--- src/rtl/asscfg_pkg.sv ---
// package for the step 13 configuration register of the auxiliary converter sequencer
package asscfg_pkg;
	localparam logic [7:0] ASSCFG_STEP13_ADDR = 8'h9D;
	localparam int ASSCFG_EN_BIT = 15;
	localparam int ASSCFG_GAIN_HI = 14;
	localparam int ASSCFG_GAIN_LO = 13;
	localparam int ASSCFG_NEG_BIT = 4;
	localparam int ASSCFG_POS_HI = 3;
	localparam int ASSCFG_POS_LO = 0;
	localparam logic ASSCFG_EN_RST = 1'h0;
	localparam logic [1:0] ASSCFG_GAIN_RST = 2'h0;
	localparam logic ASSCFG_NEG_RST = 1'h0;
	localparam logic [3:0] ASSCFG_POS_RST = 4'hD;
	localparam logic [7:0] ASSCFG_RSVD_VAL = 8'h00;
	localparam logic [3:0] ASSCFG_POS_INTERNAL_MIN = 4'h8;
	localparam logic [3:0] ASSCFG_POS_TEMP = 4'h8;
	localparam logic [3:0] ASSCFG_POS_SHORT = 4'h9;
	localparam logic [3:0] ASSCFG_POS_DAC = 4'hA;
	localparam logic [3:0] ASSCFG_STEP_ID = 4'hD;
	typedef enum logic [1:0]
	{
		ASSCFG_GAIN_X1 = 2'h0,
		ASSCFG_GAIN_X2 = 2'h1,
		ASSCFG_GAIN_X4 = 2'h2
	} asscfg_gain_t;
endpackage : asscfg_pkg

--- src/rtl/asscfg_step13.sv ---
// step 13 configuration register with decoded outputs for the sequencer
// Summary of operation
// - bit 15 enables step thirteen, resets zero
// - bits 14:13 gain: 1, 2, 4, 4
// - bits 12:5 always read as zero
// - bit 4 negative: ground or input 7
// - codes 0 to 7 select inputs 0-7
// - internal codes pick negative input automatically
// - 1000b temperature sensor, 1010b test DAC
// - 1001b shorts converter input to ground
// - codes 1100b to 1111b select supply monitors
// - positive select resets to 1101b, others zero
`timescale 1ns/1ps
module asscfg_step13
	import asscfg_pkg::*;
(
	input wire logic clk_i,
	input wire logic srst_i,
	input wire logic [7:0] reg_addr_i,
	input wire logic reg_wr_i,
	input wire logic [15:0] reg_wdata_i,
	output logic [15:0] reg_rdata_o,
	input wire logic [3:0] seq_step_i,
	output logic step_enable_bit_o,
	output logic [1:0] step_gain_select_o,
	output logic step_negative_input_select_o,
	output logic [3:0] step_positive_input_select_o,
	output logic step_active_o,
	output logic step_skip_o,
	output logic [2:0] gain_factor_o,
	output logic neg_auto_o,
	output logic neg_input7_o,
	output logic [3:0] pos_apply_o
);
	logic en_q;
	logic [1:0] gain_q;
	logic neg_q;
	logic [3:0] pos_q;
	logic wr_hit;
	logic is_step;
	logic auto_neg;

	////////////////////////////////////////////////////////////////////////////////
	// register storage
	assign wr_hit = reg_wr_i && (reg_addr_i == ASSCFG_STEP13_ADDR);

	always_ff @(posedge clk_i)
	begin
		if (srst_i)
		begin
			en_q <= ASSCFG_EN_RST;
			gain_q <= ASSCFG_GAIN_RST;
			neg_q <= ASSCFG_NEG_RST;
			pos_q <= ASSCFG_POS_RST;
		end
		else if (wr_hit)
		begin
			en_q <= reg_wdata_i[ASSCFG_EN_BIT];
			gain_q <= reg_wdata_i[ASSCFG_GAIN_HI:ASSCFG_GAIN_LO];
			neg_q <= reg_wdata_i[ASSCFG_NEG_BIT];
			pos_q <= reg_wdata_i[ASSCFG_POS_HI:ASSCFG_POS_LO];
		end
	end

	always_ff @(posedge clk_i)
	begin
		if (srst_i)
			reg_rdata_o <= 16'h0000;
		else if (reg_addr_i == ASSCFG_STEP13_ADDR)
			reg_rdata_o <= {en_q, gain_q, ASSCFG_RSVD_VAL, neg_q, pos_q};
		else
			reg_rdata_o <= 16'h0000;
	end

	////////////////////////////////////////////////////////////////////////////////
	// field outputs and decode for the sequencer
	assign step_enable_bit_o = en_q;
	assign step_gain_select_o = gain_q;
	assign step_negative_input_select_o = neg_q;
	assign step_positive_input_select_o = pos_q;

	assign is_step = (seq_step_i == ASSCFG_STEP_ID);
	assign step_active_o = is_step && en_q;
	assign step_skip_o = is_step && !en_q;
	assign auto_neg = (pos_q >= ASSCFG_POS_INTERNAL_MIN);

	always_ff @(posedge clk_i)
	begin
		if (srst_i)
		begin
			gain_factor_o <= 3'h0;
			neg_auto_o <= 1'h0;
			neg_input7_o <= 1'h0;
			pos_apply_o <= 4'h0;
		end
		else if (is_step && en_q)
		begin
			case (gain_q)
				ASSCFG_GAIN_X1: gain_factor_o <= 3'h1;
				ASSCFG_GAIN_X2: gain_factor_o <= 3'h2;
				default: gain_factor_o <= 3'h4;
			endcase
			neg_auto_o <= auto_neg;
			neg_input7_o <= neg_q && !auto_neg;
			pos_apply_o <= pos_q;
		end
		else
		begin
			gain_factor_o <= 3'h0;
			neg_auto_o <= 1'h0;
			neg_input7_o <= 1'h0;
			pos_apply_o <= 4'h0;
		end
	end
endmodule : asscfg_step13

--- config.mk ---
export PLATFORM = sky130hd
export DESIGN_NAME = asscfg_step13
export DESIGN_NICKNAME = d
export VERILOG_FILES = /design/src/rtl/asscfg_pkg.sv /design/src/rtl/asscfg_step13.sv
export SDC_FILE = /design/constraint.sdc
export NUM_CORES = 1
export LEC_CHECK = 0
export ABC_AREA = 1
export BUFFER_PORTS_ARGS = -buffer_cell sky130_fd_sc_hd__buf_2
export CAP_MARGIN = 20
export CORE_MARGIN = 2
export CORE_UTILIZATION = 36
export CTS_CLUSTER_DIAMETER = 120
export DETAILED_ROUTE_END_ITERATION = 7
export PLACE_DENSITY = 0.73
export SYNTH_ARGS = -nofsm -noshare
export SYNTH_HDL_FRONTEND = slang
export SYNTH_SLANG_ARGS = --single-unit
--- constraint.sdc ---
create_clock -name clk_i -period 0.8 [get_ports clk_i]
set_clock_uncertainty 0.1 [all_clocks]
set_input_delay 0.04 -clock clk_i [delete_from_list [all_inputs] [get_ports clk_i]]
set_output_delay 0.04 -clock clk_i [all_outputs]
set_load 0.05 [all_outputs]
# == Word-level counts from Yosys, hierarchy flattened ==
# Index checks and enable logic that the tools add are counted.
# totals
register_bits,33
elab_cells,26
# op_classes
magnitude_cmp,1
n_eq_ne,3
n_mux,1
n_bitwise,2
n_reduce_logical,9
# op_table
operator,n
$eq A8 B8 Y1 const B,1
$pmux W3 S2,1
$eq A4 B4 Y1 const B,1
$ge A4 B4 Y1 const B,1
$logic_and A1 B1 Y1,4
$reduce_or A2 Y1,2
$eq A2 B1 Y1 const B,1
$logic_not A1 Y1,2
$logic_not A2 Y1,1
$not A1 Y1,2

# == Logic depth before layout (Yosys ltp) ==
# Gate-level depths: netlist (run 1).
# depth
word_depth,4
depth_mapped,7
mapped_depth_nobuf,7

# == Worst setup path after synthesis (run 1) ==
# Ideal clock, no wire load.
# synth_path
kind,register to output
startpoint,register en_q (netlist: step_enable_bit_o)
endpoint,output port step_active_o
arrival_ps,1479
required_time_ps,660
setup_slack_ps,-819
path_stages_with_launch,3
path_buffers,0
cell_sequence,dfxtp_1 inv_1 nor2_1
# synth_between
elab_chain_cells,1
# synth_rtl
element,line,text
"start, declared",asscfg_step13.sv:35,logic en_q;
"start signal, assigned",asscfg_step13.sv:58,en_q <= reg_wdata_i[ASSCFG_EN_BIT];
$logic_and A1 B1 Y1,asscfg_step13.sv:83,assign step_active_o = is_step && en_q;
"end, declared",asscfg_step13.sv:28,"output logic step_active_o,"
# Every way passes these cells.

# == Worst setup path after layout (run 1) ==
# Same ends and word-level chain as after synthesis.

==> metrics.txt, run 1 <==
CTS tree=done; PnR worst setup slack=-349.2 ps; synth warn=0; Starting Density=38.99%; via total after detailed routing=945; clk sink count=25; RD Place Congestion=0.7350; total CTS buffers=3; HPWL after DPL=1521 um; post-layout util=72.22%; arrival time at the worst endpoint=1010 ps; unrepaired setup endpoints after global routing=true; global-route usage over all layers=17.32%; Layout area overhead=85.24%; Layout Nets=217; Crit. Startpoint=step_enable_bit_o; Residual DRC=0; min-delay src=reg_wdata_i[13]; Peak supply drop=1187 uV; die area=3166 sq um; status=complete, but fails checks; clk root buf=clkbuf_4; core area=2522 sq um; row cnt=18; Hold WC Path Type=input pin to flop; TritonRoute pass-1 iters=4; Die X=56.27 um; Mapped Area=983.4 sq um; adder-cell area share of the yosys netlist=0%; Hold WS=-51.89 ps; initial antenna violation count=0; FMAX=0.8702 GHz; pwr dens=1128 nW/um^2; Worst EP required=660 ps; failing checks=negative hold slack, negative setup slack; H-Tree Depth=1; vias in the first global route=874; Mapped Cells=118; #FFs+latches synth=25; Seq/Total Area, Yosys=50.89%; fraction of the mapped netlist area in simple logic gates=32.95%; Top Ports=66; Synth Area in Compound Gates=0%; xor/xnor share of the synthesized area=0%; share of layout cells above drive strength 1=71.89%; area occupied by multi-input gates=483.0 sq um; Via density=4.395; wire per inst=13.15 um; Pleak=0.8937 nW; main combinational cell family by area after synthesis=simple AND/OR/NAND/NOR gates; synth unique cells=16; worst-skew pair later-pin latency=320 ps; largest net degree at the start of global routing=14; Fillers=159; CP startpoint kind=flop; maximum clock insertion buffer count=2; clk slew on worst S/H paths=140 ps; Setup Crit Path Kind=flop to output port; Tcrit/Tclk final=143.7%; Period minus WS final=1149 ps; final count of pins violating max slew=0; port buffer count=49; die height=56.27 um; Routed Wire Length=2827 um; crit-path max FO=4; Diodes inserted=0; Final setup viols=44; global-route wire length before repair=4174 um; syn_area_per_cell=8.334 sq um; launch point of the worst reg-to-reg path=step_enable_bit_o; Fin. Hold Viols=4; Crit. End Element=output port; initial DRC count=16; dpl ws=-232.7 ps; post-route ant nets=0; Sequential Area=551.8 sq um; max-cap violations=0; grt total ovfl=0; post-synthesis mux area share=0%
[critical path, stage by stage, from the launching register on]
cell and delay (ps):
dfxtp_4 400, inv_4 50, nor2_4 80, buf_6 160
[path summary, 6_finish.rpt]
check | to | slack [ps] | depth (start not counted)
worst max-delay path | step_active_o | -350 | 3
worst min-delay path | step_gain_select_o[0] | -50 | 5
worst max register to register | gain_factor_o[1] | -190 | 3
worst min register to register | reg_rdata_o[15] | 420 | 2
[cell usage after synthesis]
master	n	area share, %
nand3_4	1	1.8
clkinv_1	1	0.38
buf_2	1	0.51
conb_1	1	0.38
buf_4	8	6.1
nor2_1	21	8.0
dfxtp_1	25	51
nand2_1	14	5.3
nand4_1	8	5.1
nor2_8	2	4.1
nand3_2	2	2.0
nor3_2	1	1.0
inv_1	23	8.8
nand2_2	4	2.5
nor3_1	3	1.5
nand3_1	3	1.5
[cells in the final DEF (no fill, tap or decap)]
cell,n
buf_2,23
buf_6,20
dfxtp_2,17
buf_8,13
inv_1,11
nor2_1,11
nand2_2,10
nand4_1,8
conb_1,8
dfxtp_4,8
nand2_1,7
inv_2,6
nor2_2,6
dlygate4sd3_1,5
nor2_4,4
inv_4,4
nand3_2,4
nor3_2,3
nand3_4,3
clkbuf_4,3
buf_4,3
nor2_8,2
inv_8,2
clkinv_1,1
nand2_4,1
nor3_4,1
clkbuf_1,1
[state kept, by name, summed over array words and instances (netlist names)]
signal,cells
reg_rdata_o,8
pos_apply_o,4
step_positive_input_select_o,4
gain_factor_o,3
step_gain_select_o,2
neg_auto_o,1
neg_input7_o,1
step_enable_bit_o,1
step_negative_input_select_o,1
[final cells by class]
type	instances	area share, %
inverters	24	6.319
flip-flops and latches	25	30.29
multi-input cells	68	26.51
well taps	30	2.060
repair buffers	64	33.38
clock buffers	4	1.442
[metal layers]
metal	global-route usage [%]	wire length, um	vias up
met1	20.14	1131	421
met5	0	0	-
met4	9.184	49	0
met2	30.76	1458	41
li1	-	-	479
met3	2.074	187	4
[kinds of logic (layout without fill, tap and decap cells)]
logic type             count (synthesis)  count (layout)
AND/OR/NAND/NOR                       59              60
other                                  1               8
buffers and inverters                 33              92
flip-flops                            25              25
[report_power, final]
part	total, mW	switching (mW)	leakage, nW	internal, mW
registers	1.22	0.00132	0.214	1.22
clock network	0.571	0.376	0.0150	0.195
logic	0.264	0.179	0.665	0.0851
total	2.05	0.556	0.894	1.50
[what timing repair did]
| item | CTS | global route |
|---|---|---|
| pin swaps | 2 | 5 |
| endpoints found under the setup margin | 36 | 49 |
| gates resized for setup | 97 | 35 |
| hold endpoints to repair | 8 | 5 |
| setup buffers | 7 | 2 |
| hold buffers | 4 | 1 |
| gates cloned | 1 | 0 |
[per-stage QoR]
stage          total power, mW  std cells  TNS, ps  instance area [sq um]  hold WS, ps
4_1_cts                  2.032        213    -5981                   1705       -34.37
3_5_place_dp             1.479        197    -4407                   1297        214.2
5_1_grt                  2.132        215    -8042                   1822       -24.26
2_1_floorplan            1.440        125   -877.6                   1065        114.4
3_3_place_gp             1.476        197    -3218                   1297        219.4
6_report                 2.054        215    -6597                   1822       -51.89
No activity file was read; power rests on OpenSTA's default activity.
==> inputs of run 2 (changes only) <==
==> constraint.sdc (replaced) <==
create_clock -name clk_i -period 0.8 [get_ports clk_i]
set_clock_uncertainty 0.1 [all_clocks]
set_input_delay 0.16 -clock clk_i [delete_from_list [all_inputs] [get_ports clk_i]]
set_output_delay 0.16 -clock clk_i [all_outputs]
set_load 0.05 [all_outputs]
==> run 2 against run 1 <==
The flow finishes with violations (negative setup slack). Cell count down 0.47%. Setup slack worse by 100 ps. Flip-flop and latch count unchanged. Die area unchanged. Critical endpoint unchanged.
==> metrics.txt, run 2 (synthesis results as in run 1) <==
Crit. End Element=output port; FMAX=0.8005 GHz (-8.0%); Diodes inserted=0 (unchanged); vias in the first global route=944 (+8.0%); H-Tree Depth=1 (unchanged); Layout Cell Area excl Fill=1872 sq um (+2.7%); Starting Density=38.99% (unchanged); clk sink count=25 (unchanged); total CTS buffers=3 (unchanged); Fin. Hold Viols=0 (-4); Layout Nets=216 (-0.46%); Hold WC Path Type=input pin to flop; largest net degree at the start of global routing=14 (unchanged); status=complete, but fails checks; Placed Area=1463 sq um (+13%); PnR worst setup slack=-449.3 ps (-100.1 ps); Setup Crit Path Kind=flop to output port; row cnt=18 (unchanged); die height=56.27 um (unchanged); Tcrit/Tclk final=156.2% (+13 points); via total after detailed routing=977 (+3.4%); Top reg by flops=reg_rdata_o; Worst EP required=540 ps (-120 ps); post-route ant nets=0 (unchanged); pwr dens=1109 nW/um^2 (-1.6%); clk slew on worst S/H paths=130 ps (about the same); maximum clock insertion buffer count=2 (unchanged); wire per inst=13.39 um (+1.8%); Layout area overhead=90.33%; CP startpoint kind=flop; Period minus WS final=1249 ps (+100.1 ps); unrepaired setup endpoints after global routing=true; Via density=4.565 (+3.9%); Final setup viols=43 (-2.3%); max FFs per register=8 (unchanged); launch point of the worst reg-to-reg path=step_enable_bit_o; global-route usage over all layers=16.98% (-0.34 points); share of layout cells above drive strength 1=75.54% (+3.7 points); CTS tree=done; most frequent cells in the layout=buf_2 (22), dfxtp_2 (17), buf_8 (16); Peak supply drop=1087 uV (-8.4%); Die X=56.27 um (unchanged); Residual DRC=0 (unchanged); initial antenna violation count=0 (unchanged); FF-to-FF path depth=3 (unchanged); Hold Path End=step_positive_input_select_o[3]; Top Ports=66 (unchanged); die area=3166 sq um (unchanged); failing checks=negative setup slack; final count of pins violating max slew=0 (unchanged); commonest non-fill, non-tap cell in the layout=buf_2; global-route wire length before repair=4257 um (+2.0%); grt total ovfl=0 (unchanged); r2r setup slk=-230 ps (-40 ps); RR Endpoint=gain_factor_o[0]; post-layout util=74.21% (+2.0 points); hold depth=3 (-2); worst-skew pair later-pin latency=310 ps (about the same); arrival time at the worst endpoint=990 ps (-20 ps); core area=2522 sq um (unchanged); min-delay src=reg_wdata_i[3]; setup tns final=-9554 ps (-2957 ps); RD Place Congestion=0.7356 (about the same); initial DRC count=17 (+1); port buffer count=49 (unchanged); TritonRoute pass-1 iters=4 (unchanged); hold_buf cts=0 (-4); max-cap violations=0 (unchanged); HPWL after DPL=1632 um (+7.3%); Pleak=0.8977 nW (+0.45%); Routed Wire Length=2865 um (+1.3%); crit-path max FO=4 (unchanged); clk root buf=clkbuf_4
run 2: cell count changes in the layout (fill, tap and decap cells not counted), sizes merged:
cell         delta
buf             +4
dlygate4sd3     -5
run 2: stage by stage:
step	instances	hold slack, ps	total power [mW]	setup WS (ps)
6_report	214	24.37	2.077	-449.3
5_1_grt	214	14.68	2.161	-498.7
4_1_cts	214	15.64	2.070	-448.7
3_5_place_dp	206	312.7	1.531	-388.0
3_3_place_gp	206	309.1	1.527	-372.9
2_1_floorplan	125	234.4	1.458	-238.2
run 2: report_power, final:
part           internal, mW  switching (mW)  total [mW]
clock network         0.195           0.360       0.555
logic                0.0973           0.205       0.302
registers              1.22         0.00130        1.22
total                  1.51           0.566        2.08
run 2: worst max path at each step:
stage	startpoint	endpoint	slack [ps]	cells after the start
3_3_place_gp	seq_step_i[1]	step_active_o	-370	5
3_5_place_dp	seq_step_i[1]	neg_input7_o	-390	5
4_1_cts	step_enable_bit_o	step_active_o	-450	3
5_1_grt	step_enable_bit_o	step_active_o	-500	3
6_report	step_enable_bit_o	step_active_o	-450	3
2_1_floorplan	step_enable_bit_o	step_active_o	-240	2
run 2: repair_timing:
action	CTS	global route
gates cloned	1	0
setup buffers	4	2
endpoints found under the setup margin	40	50
pin swaps	4	5
resized for setup	77	39
run 2: routing by layer:
layer	global-route usage (%)	routed length [um]	vias to the layer above
met3	3.456	190	2
met4	5.102	10	0
met5	0	0	-
li1	-	-	483
met2	30.42	1492	53
met1	20.29	1172	439
run 2: layout make-up:
cell class | count | area [sq um]
clock buffers | 4 | 26.28
fillers | 165 | 650.6
inverters | 24 | 130.1
multi-input cells | 68 | 506.7
flip-flops and latches | 25 | 551.8
well taps | 30 | 37.54
repair buffers | 63 | 619.3
run 2: worst max-delay path: stages, from the launching register on:
cell     delay, ps
dfxtp_4        410
inv_4           40
nor2_4          70
buf_6          160
